$ cat src/shared/wca_pkg.sv
// Purpose: Shared types and constants for the wireless coexistence arbiter.
// Assumes: One system clock; the host selects the algorithm through a command strobe.
// Notes: Line numbering follows the four coexistence pins, line 1 at bit 0.
`default_nettype none
package wca_pkg;
  localparam int unsigned WCA_LINES = 4;
  localparam logic [2:0] WCA_ALG_PKT_ARB = 3'h1;
  localparam logic [2:0] WCA_ALG_LAN_MASTER = 3'h2;
  localparam logic [2:0] WCA_ALG_RADIO_MASTER = 3'h3;
  localparam logic [2:0] WCA_ALG_TWO_WIRE = 3'h4;
  localparam logic [2:0] WCA_ALG_ALT_ACCESS = 3'h5;
  localparam logic [2:0] WCA_ALG_RESET = WCA_ALG_PKT_ARB;
  localparam logic [1:0] WCA_PRIO_RESET = 2'h0;
  // Priority variants of packet traffic arbitration.
  localparam logic [1:0] WCA_PRIO_VOICE = 2'h0;
  localparam logic [1:0] WCA_PRIO_RADIO = 2'h1;
  localparam logic [1:0] WCA_PRIO_LAN = 2'h2;
  localparam logic [1:0] WCA_PRIO_ALTERNATE = 2'h3;
  localparam int unsigned WCA_LINE_1 = 0;
  localparam int unsigned WCA_LINE_2 = 1;
  localparam int unsigned WCA_LINE_3 = 2;
  localparam int unsigned WCA_LINE_4 = 3;
  localparam int unsigned WCA_SLICE_NS = 1250;
  localparam int unsigned WCA_CLK_NS = 100;
  localparam int unsigned WCA_SLICE_CYC = WCA_SLICE_NS / WCA_CLK_NS;

  // Host command: algorithm, priority variant and master choice for two-wire.
  typedef struct packed {
    logic valid;
    logic set_prio;
    logic [2:0] alg;
    logic [1:0] prio;
    logic radio_is_master;
  } wca_cmd_s;

  // Request of the local radio baseband.
  typedef struct packed {
    logic active;
    logic critical;
  } wca_req_s;
endpackage
`default_nettype wire

$ cat src/wca_sync.sv
// Purpose: Two-flop synchroniser for a bus of asynchronous inputs.
// Assumes: Inputs arrive from outside the clock domain.
// Notes: The first stage feeds only the second stage.
`default_nettype none
module wca_sync #(
  parameter int unsigned WIDTH = 4
) (
  input wire logic mclk_i,
  input wire logic reset_i,
  input wire logic [WIDTH-1:0] async_i,
  output logic [WIDTH-1:0] sync_o
);
  logic [WIDTH-1:0] meta_q;
  logic [WIDTH-1:0] meta_d;
  logic [WIDTH-1:0] sync_q;
  logic [WIDTH-1:0] sync_d;

  always_comb begin
    meta_d = async_i;
    sync_d = meta_q;
  end

  always_ff @(posedge mclk_i) begin
    if (reset_i) begin
      meta_q <= '0;
      sync_q <= '0;
    end else begin
      meta_q <= meta_d;
      sync_q <= sync_d;
    end
  end

  assign sync_o = sync_q;
endmodule
`default_nettype wire

$ cat src/wca_arbiter.sv
// Purpose: Coexistence arbiter between the local radio baseband and a collocated LAN chip.
// Assumes: Coexistence pins are asynchronous; host commands are on the system clock.
// Notes: Pins are modelled as input, output and output enable per line.
//
// How it works
// RULE1 - When coexistence is enabled all four coexistence lines belong to this block.
// RULE2 - Five algorithms are selected by host command, packet traffic arbitration after reset.
// RULE3 - Under packet arbitration the medium is shared when both request, else given whole.
// RULE4 - A priority scheme protects critical links and time slicing shares simultaneous use.
// RULE5 - Each priority variant is activated by its own host command.
// RULE6 - Packet arbitration uses line 1 grant, line 2 request, line 3 status, line 4 spare; the code drives line 4 with the critical flag.
// RULE7 - In LAN-master mode the LAN chip raises the inhibit line only while it operates.
// RULE8 - In LAN-master mode the radio is suspended while line 1 is high.
// RULE9 - In radio-master mode line 2 is driven high while the radio needs to operate.
// RULE10 - In radio-master mode the LAN chip stays silent while the inhibit is high.
// RULE11 - Two-wire mode uses line 1 inbound and line 2 outbound, host picks the master.
// RULE12 - Alternating access confines the radio to its portion of each beacon interval.
// RULE13 - Alternating access synchronises on the medium-free signal on line 1.
// RULE14 - Every coexistence input passes a two-stage synchroniser before use.
`default_nettype none
module wca_arbiter
  import wca_pkg::*;
#(
  parameter int unsigned SLICE_CYC = WCA_SLICE_CYC
) (
  input wire logic mclk_i,
  input wire logic reset_i,
  input wire logic coex_enable_i,
  input wire wca_cmd_s cmd_i,
  input wire wca_req_s radio_req_i,
  input wire logic [WCA_LINES-1:0] coex_line_i,
  output logic [WCA_LINES-1:0] coex_line_o,
  output logic [WCA_LINES-1:0] coex_line_oe_o,
  output logic radio_allowed_o,
  output logic [2:0] alg_o
);
  typedef enum logic [1:0] {
    WCA_SL_RADIO = 2'b01,
    WCA_SL_LAN = 2'b10
  } wca_slice_e;

  logic [WCA_LINES-1:0] line_s;
  logic [2:0] alg_q;
  logic [2:0] alg_d;
  logic [1:0] prio_q;
  logic [1:0] prio_d;
  logic radio_master_q;
  logic radio_master_d;
  wca_slice_e slice_q;
  wca_slice_e slice_d;
  logic [15:0] slice_cnt_q;
  logic [15:0] slice_cnt_d;
  logic [WCA_LINES-1:0] out_q;
  logic [WCA_LINES-1:0] out_d;
  logic [WCA_LINES-1:0] oe_q;
  logic [WCA_LINES-1:0] oe_d;
  logic allowed_q;
  logic allowed_d;
  logic lan_req;
  logic both_req;

  function automatic logic [WCA_LINES-1:0] line_dir(input logic [2:0] alg);
    case (alg)
      WCA_ALG_PKT_ARB: line_dir = 4'hA;
      WCA_ALG_RADIO_MASTER: line_dir = 4'h2;
      WCA_ALG_TWO_WIRE: line_dir = 4'h2;
      default: line_dir = 4'h0;
    endcase
  endfunction

  // Asynchronous pins are resynchronised before any use.
  wca_sync #(.WIDTH(WCA_LINES)) u_sync ( // RULE14
    .mclk_i(mclk_i),
    .reset_i(reset_i),
    .async_i(coex_line_i),
    .sync_o(line_s)
  );

  // Host command decode.
  always_comb begin
    alg_d = alg_q;
    prio_d = prio_q;
    radio_master_d = radio_master_q;
    if (cmd_i.valid) begin
      if (cmd_i.set_prio) begin
        prio_d = cmd_i.prio; // RULE5
      end else if (cmd_i.alg >= WCA_ALG_PKT_ARB && cmd_i.alg <= WCA_ALG_ALT_ACCESS) begin
        alg_d = cmd_i.alg; // RULE2
        radio_master_d = cmd_i.radio_is_master; // RULE11
      end
    end
  end

  always_ff @(posedge mclk_i) begin
    if (reset_i) begin
      alg_q <= WCA_ALG_RESET; // RULE2
      prio_q <= WCA_PRIO_RESET;
      radio_master_q <= 1'b0;
    end else begin
      alg_q <= alg_d;
      prio_q <= prio_d;
      radio_master_q <= radio_master_d;
    end
  end

  // In packet arbitration the LAN request arrives on line 3 as status.
  assign lan_req = line_s[WCA_LINE_3];
  assign both_req = radio_req_i.active && lan_req;

  // Time slicing for simultaneous use, and the alternating access phase.
  always_comb begin
    slice_d = slice_q;
    slice_cnt_d = slice_cnt_q;
    if (alg_q == WCA_ALG_ALT_ACCESS) begin
      slice_cnt_d = 16'h0000;
      slice_d = line_s[WCA_LINE_1] ? WCA_SL_RADIO : WCA_SL_LAN; // RULE13
    end else if (both_req) begin
      if (slice_cnt_q >= 16'(SLICE_CYC - 1)) begin
        slice_cnt_d = 16'h0000;
        case (slice_q) // RULE4
          WCA_SL_RADIO: slice_d = WCA_SL_LAN;
          WCA_SL_LAN: slice_d = WCA_SL_RADIO;
          default: slice_d = WCA_SL_RADIO;
        endcase
      end else begin
        slice_cnt_d = slice_cnt_q + 16'h0001;
      end
    end else begin
      slice_cnt_d = 16'h0000;
    end
  end

  always_ff @(posedge mclk_i) begin
    if (reset_i) begin
      slice_q <= WCA_SL_RADIO;
      slice_cnt_q <= 16'h0000;
    end else begin
      slice_q <= slice_d;
      slice_cnt_q <= slice_cnt_d;
    end
  end

  // Pin drive and radio permission per algorithm.
  always_comb begin
    out_d = '0;
    oe_d = '0;
    allowed_d = 1'b0;
    if (coex_enable_i) begin
      oe_d = line_dir(alg_q); // RULE1
      case (alg_q)
        WCA_ALG_PKT_ARB: begin
          if (!both_req) begin
            allowed_d = radio_req_i.active; // RULE3
          end else begin
            case (prio_q) // RULE4
              WCA_PRIO_VOICE: allowed_d = radio_req_i.critical ||
                                          (slice_q == WCA_SL_RADIO);
              WCA_PRIO_RADIO: allowed_d = 1'b1;
              WCA_PRIO_LAN: allowed_d = radio_req_i.critical;
              default: allowed_d = (slice_q == WCA_SL_RADIO);
            endcase
          end
          out_d[WCA_LINE_2] = radio_req_i.active; // RULE6
          out_d[WCA_LINE_4] = radio_req_i.critical; // RULE6
        end
        WCA_ALG_LAN_MASTER: begin
          allowed_d = radio_req_i.active && !line_s[WCA_LINE_1]; // RULE8
        end
        WCA_ALG_RADIO_MASTER: begin
          out_d[WCA_LINE_2] = radio_req_i.active; // RULE9
          allowed_d = radio_req_i.active; // RULE10
        end
        WCA_ALG_TWO_WIRE: begin
          if (radio_master_q) begin
            out_d[WCA_LINE_2] = radio_req_i.active; // RULE11
            allowed_d = radio_req_i.active;
          end else begin
            allowed_d = radio_req_i.active && !line_s[WCA_LINE_1]; // RULE11
          end
        end
        WCA_ALG_ALT_ACCESS: begin
          allowed_d = radio_req_i.active && (slice_q == WCA_SL_RADIO); // RULE12
        end
        default: allowed_d = 1'b0;
      endcase
    end else begin
      allowed_d = radio_req_i.active;
    end
  end

  always_ff @(posedge mclk_i) begin
    if (reset_i) begin
      out_q <= '0;
      oe_q <= '0;
      allowed_q <= 1'b0;
    end else begin
      out_q <= out_d;
      oe_q <= oe_d;
      allowed_q <= allowed_d;
    end
  end

  assign coex_line_o = out_q;
  assign coex_line_oe_o = oe_q;
  assign radio_allowed_o = allowed_q;
  assign alg_o = alg_q;
endmodule
`default_nettype wire

$ cat config.mk
export PLATFORM = sky130hd
export DESIGN_NAME = wca_arbiter
export DESIGN_NICKNAME = d
export VERILOG_FILES = /design/src/shared/wca_pkg.sv /design/src/wca_sync.sv /design/src/wca_arbiter.sv
export SDC_FILE = /design/constraint.sdc
export NUM_CORES = 1
export LEC_CHECK = 0
export ABC_AREA = 1
export BUFFER_PORTS_ARGS = -buffer_cell sky130_fd_sc_hd__buf_2
export CORE_MARGIN = 3
export CORE_UTILIZATION = 55
export CTS_CLUSTER_SIZE = 14
export DETAILED_ROUTE_END_ITERATION = 10
export GPL_TIMING_DRIVEN = 0
export PLACE_DENSITY = 0.91
export SLEW_MARGIN = 15
export SYNTH_ARGS = -nofsm -noshare
export SYNTH_HDL_FRONTEND = slang
export SYNTH_SLANG_ARGS = --single-unit
$ cat constraint.sdc
create_clock -name mclk_i -period 2.7 [get_ports mclk_i]
set_input_delay 0.27 -clock mclk_i [delete_from_list [all_inputs] [get_ports mclk_i]]
set_output_delay 0.27 -clock mclk_i [all_outputs]
set_load 0.05 [all_outputs]
* Word level (Yosys, flattened, before mapping)
Index checks and enable logic that the tools add are counted.
Widths: inputs -> output; s select.
** Cells by class
- Add/sub/neg operators :: 1
- Magnitude comparators :: 3
- Equality and inequality tests :: 8
- Mux-type cells :: 13
- Bitwise gates (word level) :: 4
- Reduce and logical (&&, ||, !) cells :: 17
** Operators with widths (count)
- $add 16x1->16 const B :: 1
- $ge 16x4->1 const B :: 1
- $mux 2 :: 5
- $pmux 4 s2 :: 1
- $eq 3x2->1 const B :: 2
- $eq 3x3->1 const B :: 2
- $reduce_or 2->1 :: 3
- $pmux 1 s5 :: 1
- $eq 2x1->1 const B :: 2
- $logic_and 1x1->1 :: 4
- $mux 1 :: 4
- $not 1->1 :: 4
- $reduce_and 2->1 :: 2
- $reduce_bool 2->1 :: 2
- $reduce_or 4->1 :: 1
- $eq 3x1->1 const B :: 1
- $ge 3x1->1 const B :: 1
- $le 3x3->1 const B :: 1
- $pmux 1 s3 :: 1
- $reduce_and 3->1 :: 1
- $reduce_or 3->1 :: 1
- $eq 2x2->1 const B :: 1
- $logic_not 2->1 :: 1
- $pmux 1 s2 :: 1
- 2 further kinds :: 2
** Word-level totals
- Bits in registers :: 39
- Output and inout port bits :: 12
- Logic and storage cells :: 58

* Longest topological paths before layout
Gate-level depths: netlist of the first run.
- Word-level depth :: 6
- Gate-level depth with buffers :: 9
- Mapped depth without buffers :: 9

* Modules after synthesis
Synthesis of the first run repeated with hierarchy kept, for this count alone.
** Unflattened totals
- Cell total of the unflattened synthesis :: 157
- Area, all modules :: 1318.8 um^2
** Modules (own cells, without submodules)
- wca_arbiter :: instances 1, cells each 132, area an instance 1087.3 um^2, seq. area each 580.6 um^2
- wca_sync :: instances 1, cells each 25, area an instance 231.5 um^2, seq. area each 160.2 um^2

* Least setup slack after synthesis of the first run
Ideal clock, no wire load.
- Kind :: flip-flop to flip-flop
- Start point :: register alg_q[0] (netlist: alg_o[0])
- End point :: register allowed_q (netlist: radio_allowed_o)
- Setup time :: 111 ps
- Arrival :: 1322 ps
- Required time :: 2589 ps
- Setup slack :: 1267 ps
- Stages on the path, launching flop included :: 8
- Path buffers :: 0
- Cells stage by stage :: dfxtp_1 > inv_1 > nand3_1 > nor2_1 > nor2_1 > nand3_1 > nor2_1 > nor2_1
** On the way
- Longest elaborated chain between the ends :: 3
- Elaborated cells between the ends (all ways) :: 7
- Classes of those cells :: eq/ne: 5; mux: 2
** Ends and longest elaborated chain
- from (decl) :: RTL line wca_arbiter.sv:43 : logic [2:0] alg_q;
- from (signal assigned) :: RTL line wca_arbiter.sv:100 : alg_q <= alg_d;
- $eq 3x3->1, or another cell as far along :: RTL line wca_arbiter.sv:150 : case (alg_q)
- $pmux 1 s5 (*) :: RTL line wca_arbiter.sv:150
- $mux 1 (*) :: RTL line wca_arbiter.sv:148 : if (coex_enable_i) begin
- to (signal assigned) :: RTL line wca_arbiter.sv:199 : allowed_q <= allowed_d;
- to (decl) :: RTL line wca_arbiter.sv:57 : logic allowed_q;
Every way passes the cells marked *; elsewhere a longest branch is shown, timed or not.
A chain may end at the register's enable or synchronous reset.

* Worst setup path after layout of the first run
- Start point :: register alg_q[2] (netlist: alg_o[2])
- End point :: output alg_o[2]
** RTL lines
- to (decl) :: RTL line wca_arbiter.sv:35 : output logic [2:0] alg_o
No word-level cell between the ends.

==> flow_summary.ini, run 1 <==
[floorplanning]
ios = 29
num_rows = 16
die_x_um = 53.0
core_mm2 = 0.00202
die_h_um = 53.0
initial_utilization_pct = 60.2
dieArea_mm2 = 0.00281

[placement]
dpl.hpwl_um = 1610
port_buffers = 21
place_congestion = 0.780

[logic_synthesis]
synth-simple-area-share_pct = 27.9
synth-seq-cells = 33
synthMuxAreaShare_pct = 0
yosysSeqAreaShare_pct = 54.3
syn_inst = 148
ys_types = 24
synthesis.area_mm2 = 0.00122
async_reset_ff_share_pct = 0
yosys.area_share.adder_pct = 1.03
synth.avg_cell_area_um2 = 8.23
ys_warn_count = 0
synth_xor_area_share_pct = 0.719
synth_edf_count = 0
synth_flop_cell = dfxtp_1
synth_top_family_by_area = simple AND/OR/NAND/NOR gates
synth_compound_area_share_pct = 6.27

[setup_path]
crit_family = flip-flops
cp_cell_sequence = buf_2
crit_arrival_ns = 1.13
reg2reg_depth = 7
cp.required_ns = 2.43
critical_path.startpoint = alg_o[2]$_SDFFE_PP0P_
crit_type = reg -> out
crit_slowest_cell = dfxtp_1
crit_path_end_kind = primary output
worstSetupStartpointType = flop
cp.depth = 1
critPathMaxStageDelay_ns = 0.48
path_buf_inv = 1
reg2reg_from = slice_cnt_q[0]$_SDFF_PP0_
crit_fanout = 6

[clock_tree]
clk_pin_slew_worst_paths_ns = 0.10
cts_tree = done
cts_hold_buf = 0
postCtsSetupBuffers = 0
cts_buffer_depth = 2
htree_levels = 2
clk_latency_ns = 0.33
cts_buffers = 5
root_buffer = clkbuf_4
postCtsResizedCells = 0
clock-sinks = 33

[finish]
mostFrequentLayoutCell = dfxtp_1
nets = 209
area_growth_pct = 21.4
antenna_cells = 0
drive_above_1_share_pct = 23.4
layout_common_cells = 33 x dfxtp_1, 30 x nand2_1, 21 x nor2_1, 21 x buf_2, 19 x inv_1

[run_status]
status = completed

[sta]
rsz0062_at_grt = no
hold_viol_final = 0
finalCritPeriodShare_pct = 51.7
slew_violations = 0
fin_skew_ns = 0.00817
max_freq_mhz = 716
hold_ws_ns = 0.110
period_minus_slack_ns = 1.40
tns_ns = 0
finalSetupViolations = 0

[detailed_routing]
drtIter0Drc = 17
vias_per_cell = 4.58
drtAntennaViolNets = 0
route.detailed.drc = 0
avgRoutedWirePerCell_um = 9.37
drt_pass1_iterations = 4
wirelength_um = 2050
via_count = 1003

[global_route]
grt_pass1_vias = 883
grt_first_pass_wirelength_um = 3330
grt_start_max_net_pins = 12
grt_usage_pct = 17.3
grt.overflow.total = 0
antenna_found_initial = 0

[flow_run]
drv_cap = 0

[worst_hold_path]
hp-start = reset_i
hold_path.class = in -> reg
whs_path_depth = 2

[pwr]
ir_worst_vdd_v = 0.000534
leakagePower_nw = 0.728
power_per_cell_area_mw_per_mm2 = 621
[cells in the mapped netlist, types with 2 or more instances]
master	instances	area share, %
dfxtp_1	33	54
nand2_1	30	9.2
nor2_1	21	6.5
inv_1	19	5.9
nand3_1	8	3.3
a21oi_1	7	2.9
o21ai_0	5	2.1
buf_4	4	2.5
nor3_1	3	1.2
nand2_2	2	1.0
nand3_2	2	1.6
nor2_2	2	1.0
[final cells by class]
type | instances | area [um2]
plain buffers | 5 | 41.3
clock buffers | 6 | 51.3
clock inverters | 2 | 13.8
fillers | 157 | 544
inverters | 20 | 75.1
multi-input cells | 105 | 497
flip-flops and latches | 33 | 661
well taps | 27 | 33.8
repair buffers | 21 | 105
[per-stage QoR]
| stage | instance area (um2) | utilization (%) | power, mW | std cells | setup slack (ns) |
|---|---|---|---|---|---|
| 2_1_floorplan | 1270 | - | 0.617 | 163 | 1.27 |
| 3_3_place_gp | 1410 | 69.9 | 0.640 | 211 | 1.52 |
| 3_5_place_dp | 1410 | 69.9 | 0.644 | 211 | 1.50 |
| 4_1_cts | 1480 | 73.1 | 0.929 | 219 | 1.29 |
| 5_1_grt | 1480 | 73.1 | 0.967 | 219 | 1.24 |
| 6_report | 1480 | 73.1 | 0.918 | 219 | 1.30 |
[path summary, 6_finish.rpt]
path                            endpoint  slack, ns
max                             alg_o[2]       1.30
min          u_sync.sync_o[0]$_SDFF_PP0_       0.11
max reg2reg      slice_q[1]$_SDFFE_PP0P_       1.47
min reg2reg  u_sync.sync_o[2]$_SDFF_PP0_       0.42
[power by group]
part | leakage, nW | internal (mW) | switching, mW
sequential | 0.273 | 0.511 | 0.00985
clock | 0.0382 | 0.127 | 0.157
combinational | 0.416 | 0.0352 | 0.0787
[worst reg2reg max path, cell delays in order, from the launching register on]
cell and delay [ns]:
dfxtp_1 0.34, ha_1 0.22, nand3_1 0.10, nand2_2 0.07, nor2_4 0.12, nand2_2 0.08
a21oi_1 0.14, nor2_1 0.06
[metal layers]
metal / part of all wire [%] / vias to the layer above / global-route usage, %
met5: 0 / - / 0
met4: 2.3 / 0 / 8.51
met3: 7.7 / 5 / 8.45
met2: 51 / 34 / 29.8
met1: 39 / 440 / 17.3
li1: - / 524 / -
[cells by family (layout without fill, tap and decap cells)]
kind of cell | count (synthesis) | after routing
buf+inv | 25 | 54
xor+xnor | 1 | 1
compound gates | 14 | 14
simple gates | 73 | 73
flops | 33 | 33
other cells | 1 | 16
fa+ha+maj | 1 | 1
[state kept, by name, indices dropped and copies added (netlist names)]
register	cells
coex_line_oe_o	2
u_sync.meta_q	2
radio_master_q	1
coex_line_o	2
slice_q	2
alg_o	3
u_sync.sync_o	2
prio_q	2
radio_allowed_o	1
slice_cnt_q	16
No activity file was read; power rests on OpenSTA's default activity.
==> inputs of run 2 (changes only) <==
- CORE_UTILIZATION: 55 -> 51
- PLACE_DENSITY: 0.91 -> 0.85
- clock period: 2.7 -> 1.3 ns (I/O delays scaled with it)
==> flow_summary.ini, run 2 (same netlist as run 1, synthesis figures left out) <==
[run_status]
status = completed

[floorplanning]
num_rows = 17
ios = 29
dieArea_mm2 = 0.00301
die_x_um = 54.9
core_mm2 = 0.00223
die_h_um = 54.9
initial_utilization_pct = 54.5

[sta]
slew_violations = 0
layout_setup_ws_ns = 0.0947
fin_skew_ns = 0.0127
max_freq_mhz = 830
rsz0062_at_grt = no
finalCritPeriodShare_pct = 92.7
finalSetupViolations = 0
period_minus_slack_ns = 1.21
tns_ns = 0
hold_viol_final = 0
hold_ws_ns = 0.0366

[clock_tree]
cts_buffer_depth = 2
cts_tree = done
cts_buffers = 5
clk_pin_slew_worst_paths_ns = 0.10
clk_latency_ns = 0.34
clock-sinks = 33
root_buffer = clkbuf_4
htree_levels = 2

[setup_path]
critPathMaxStageDelay_ns = 0.34
worstSetupStartpointType = flop
critical_path.startpoint = slice_cnt_q[0]$_SDFF_PP0_
reg2reg_from = slice_cnt_q[0]$_SDFF_PP0_
cp.depth = 7
crit_path_end_kind = flop
path_buf_inv = 0
rrSetupSlack_ns = 0.09
cp_cell_sequence = ha_1 -> nand3_2 -> nand2_2 -> nor2_4 -> nand2_2 -> a21oi_2 -> nor2_1
reg2reg_depth = 7
r2r-end = slice_q[1]$_SDFFE_PP0P_
crit_family = simple AND/OR/NAND/NOR gates
crit_path_end = slice_q[1]$_SDFFE_PP0P_
cpMostUsedCell = nand2_2
crit_arrival_ns = 1.45
crit_fanout = 3
crit_type = reg -> reg
cp.required_ns = 1.55
crit_slowest_cell = dfxtp_2

[global_route]
antenna_found_initial = 0
grt_pass1_vias = 874
grt_start_max_net_pins = 12
grt.overflow.total = 0
grt_usage_pct = 17.1
grt_first_pass_wirelength_um = 3490

[detailed_routing]
avgRoutedWirePerCell_um = 9.81
vias_per_cell = 4.47
via_count = 996
drtAntennaViolNets = 0
drtIter0Drc = 20
route.detailed.drc = 0
drt_pass1_iterations = 4
wirelength_um = 2190

[placement]
dpl.hpwl_um = 1690
place_congestion = 0.736
placed_cells = 212
port_buffers = 21
post-place-ws_ns = 0.0899
dpl_cell_area_mm2 = 0.00142

[finish]
area_growth_pct = 27.0
drive_above_1_share_pct = 26.2
layout_common_cells = 30 x nand2_1, 29 x dfxtp_1, 21 x nor2_1, 21 x buf_2, 19 x inv_1
mostFrequentLayoutCell = nand2_1
finish.utilization_pct = 69.2
fillers = 192
largest_reg_flops = 16
largest_register = slice_cnt_q
antenna_cells = 0
nets = 212
final_area_mm2 = 0.00155
fin_cells = 223

[pwr]
finalPower_mw = 2.13
leakagePower_nw = 0.747
ir_worst_vdd_v = 0.00126
power_per_cell_area_mw_per_mm2 = 1380

[flow_run]
drv_cap = 0

[worst_hold_path]
hold_path.class = in -> reg
hp-start = cmd_i[3]
[run 2: cell count changes in the layout (fill, tap and decap cells not counted), sizes merged]
cell	change
clkinv	-2
dlygate4sd3	+3
bufinv	+1
clkinvlp	+1
[run 2: timing repair]
action	in CTS	in global routing
hold buffers	3	0
setup buffers	0	0
setup endpoints to repair	0	2
resized for setup	0	3
endpoints found under the hold margin	6	0
[run 2: power by group]
part	switching (mW)	leakage [nW]	internal (mW)
clock	0.342	0.0445	0.457
combinational	0.168	0.428	0.0800
sequential	0.0213	0.275	1.06
[run 2: layout make-up]
class | instances | area (um2) | area share [%]
Clock buffer | 6 | 51.3 | 3.32
Clock inverter | 2 | 37.5 | 2.43
Timing Repair Buffer | 24 | 135 | 8.74
Inverter | 20 | 75.1 | 4.85
Buffer | 5 | 41.3 | 2.67
Sequential cell | 33 | 666 | 43.0
Tap cell | 28 | 35.0 | 2.27
Multi-Input combinational cell | 105 | 505 | 32.7
[run 2: worst min-delay path by stage]
stage                                   to  cells after the start
2_1_floorplan  u_sync.meta_q[0]$_SDFF_PP0_                      2
6_report             alg_o[0]$_SDFFE_PP1P_                      3
3_3_place_gp         alg_o[1]$_SDFFE_PP0P_                      2
5_1_grt              alg_o[0]$_SDFFE_PP1P_                      3
3_5_place_dp         alg_o[1]$_SDFFE_PP0P_                      2
4_1_cts              alg_o[0]$_SDFFE_PP1P_                      3
[run 2: worst reg2reg max path: cells and delay by family, from the launching register on]
family	cells	cell delay [ns]
AND/OR/NAND/NOR	5	0.41
adder cells (fa/ha/maj)	1	0.23
AO/OA/AOI/OAI	1	0.13
flip-flops	1	0.34
[run 2: per-layer routing]
layer | track usage [%] | vias up | wire (um)
li1 | - | 528 | -
met1 | 18.8 | 440 | 836
met2 | 28.3 | 24 | 1190
met3 | 7.36 | 4 | 141
met4 | 7.47 | 0 | 20
met5 | 0 | - | 0
==> inputs of run 3 (changes only) <==
- CORE_MARGIN: 3 -> 5
- CTS_CLUSTER_SIZE: 14 -> 10
==> flow_summary.ini, run 3 (same netlist as run 1, synthesis figures left out) <==
[run_status]
status = completed

[detailed_routing]
drtIter0Drc = 16
met2WireLength_um = 1120
route.detailed.drc = 0
wl_met3_um = 153
drtAntennaViolNets = 0
wl_met1_um = 805
drt_pass1_iterations = 5
wirelength_um = 2170
avgRoutedWirePerCell_um = 9.84
via_count = 1013
vias_per_cell = 4.58
top_layer_used = met4

[worst_hold_path]
hp-start = cmd_i[3]
hold_path.class = in -> reg
whs_path_depth = 3
hold_end = alg_o[0]$_SDFFE_PP1P_

[clock_tree]
cts_tree = done
cts_buffers = 5
htree_levels = 2
clk_latency_ns = 0.33
clk_pin_slew_worst_paths_ns = 0.09
root_buffer = clkbuf_4
postCtsSetupBuffers = 0
clock-sinks = 33
cts_buffer_depth = 2

[sta]
max_freq_mhz = 833
rsz0062_at_grt = no
finalCritPeriodShare_pct = 92.4
hold_ws_ns = 0.0270
tns_ns = 0
fin_skew_ns = 0.00892
hold_viol_final = 0
slew_violations = 0
period_minus_slack_ns = 1.20
finalSetupViolations = 0

[finish]
seqCellArea_um2 = 664
nets = 212
drive_above_1_share_pct = 23.8
layout_common_cells = 30 x nand2_1, 30 x dfxtp_1, 21 x nor2_1, 21 x buf_2, 19 x inv_1
finish.utilization_pct = 66.1
multi_input_area_um2 = 497
antenna_cells = 0
final_area_mm2 = 0.00149
fillers = 198
area_growth_pct = 22.4
largest_reg_flops = 16
largest_register = slice_cnt_q

[placement]
dpl_cell_area_mm2 = 0.00142
dpl.hpwl_um = 1630
place_congestion = 0.748
port_buffers = 21

[setup_path]
crit_type = reg -> reg
reg2reg_depth = 7
critPathMaxStageDelay_ns = 0.33
crit_family = simple AND/OR/NAND/NOR gates
crit_fanout = 3
cpMostUsedCell = nand2_2
r2r-end = slice_q[1]$_SDFFE_PP0P_
cp.required_ns = 1.53
crit_slowest_cell = dfxtp_1
path_buf_inv = 0
worstSetupStartpointType = flop
rrSetupSlack_ns = 0.1
cp.depth = 7
crit_path_end_kind = flop
reg2reg_from = slice_cnt_q[0]$_SDFF_PP0_
crit_arrival_ns = 1.43
cp_cell_sequence = ha_1 -> nand3_1 -> nand2_2 -> nor2_4 -> nand2_2 -> a21oi_1 -> nor2_1

[global_route]
grt_start_max_net_pins = 10
grt_usage_pct = 14.7
antenna_found_initial = 0
grt.overflow.total = 0
grt_pass1_vias = 917
grt_first_pass_wirelength_um = 3620

[pwr]
power_per_cell_area_mw_per_mm2 = 1220
leakagePower_nw = 0.729
ir_worst_vdd_v = 0.000830

[floorplanning]
die_h_um = 58.9
die_x_um = 58.9
num_rows = 17
ios = 29
initial_utilization_pct = 54.0
core_mm2 = 0.00225
dieArea_mm2 = 0.00346

[flow_run]
drv_cap = 0
[run 3: worst reg2reg max path, cell delays in order (launching register included)]
cell and delay (ns):
dfxtp_1 0.33, ha_1 0.23, nand3_1 0.10, nand2_2 0.07, nor2_4 0.12, nand2_2 0.08, a21oi_1 0.12, nor2_1 0.06
[run 3: layout make-up]
cell class                 count  area share [%]
multi-input combinational    105            33.3
inverter                      20            5.04
timing repair buffer          24            9.07
sequential                    33            44.6
tap                           28            2.35
clock buffer                   5            2.52
clock inverter                 1           0.336
buffer                         5            2.77
[run 3: through the flow]
stage	worst slack, ns	instances	total power, mW
2_1_floorplan	0.0977	163	1.28
3_3_place_gp	0.128	212	1.33
3_5_place_dp	0.107	212	1.34
4_1_cts	0.0948	221	1.83
5_1_grt	0.0116	221	1.92
6_report	0.0988	221	1.81
[run 3: worst max-delay path by stage]
stage | startpoint | to | slack [ns]
floorplan | alg_o[0]$_SDFFE_PP1P_ | radio_allowed_o$_SDFF_PP0_ | 0.1
global placement | slice_cnt_q[0]$_SDFF_PP0_ | slice_q[1]$_SDFFE_PP0P_ | 0.13
detailed placement | slice_cnt_q[0]$_SDFF_PP0_ | slice_q[1]$_SDFFE_PP0P_ | 0.11
CTS | slice_cnt_q[0]$_SDFF_PP0_ | slice_q[1]$_SDFFE_PP0P_ | 0.09
global route | slice_cnt_q[0]$_SDFF_PP0_ | slice_q[0]$_SDFFE_PP1P_ | 0.01
finish | slice_cnt_q[0]$_SDFF_PP0_ | slice_q[1]$_SDFFE_PP0P_ | 0.1
[run 3: what timing repair did]
action | CTS | global route
hold buffers | 3 | 0
resized for setup | 0 | 0
endpoints found under the hold margin | 6 | 0
[run 3: report_power, final]
part / internal, mW / total, mW / switching (mW)
clock network: 0.187 / 0.489 / 0.302
logic: 0.0790 / 0.244 / 0.165
registers: 1.06 / 1.08 / 0.0208
[run 3: metal layers]
layer / track usage [%] / up-vias
met5: 0 / -
met4: 10.0 / 0
met3: 8.77 / 11
met2: 24.8 / 32
met1: 12.9 / 443
li1: - / 527
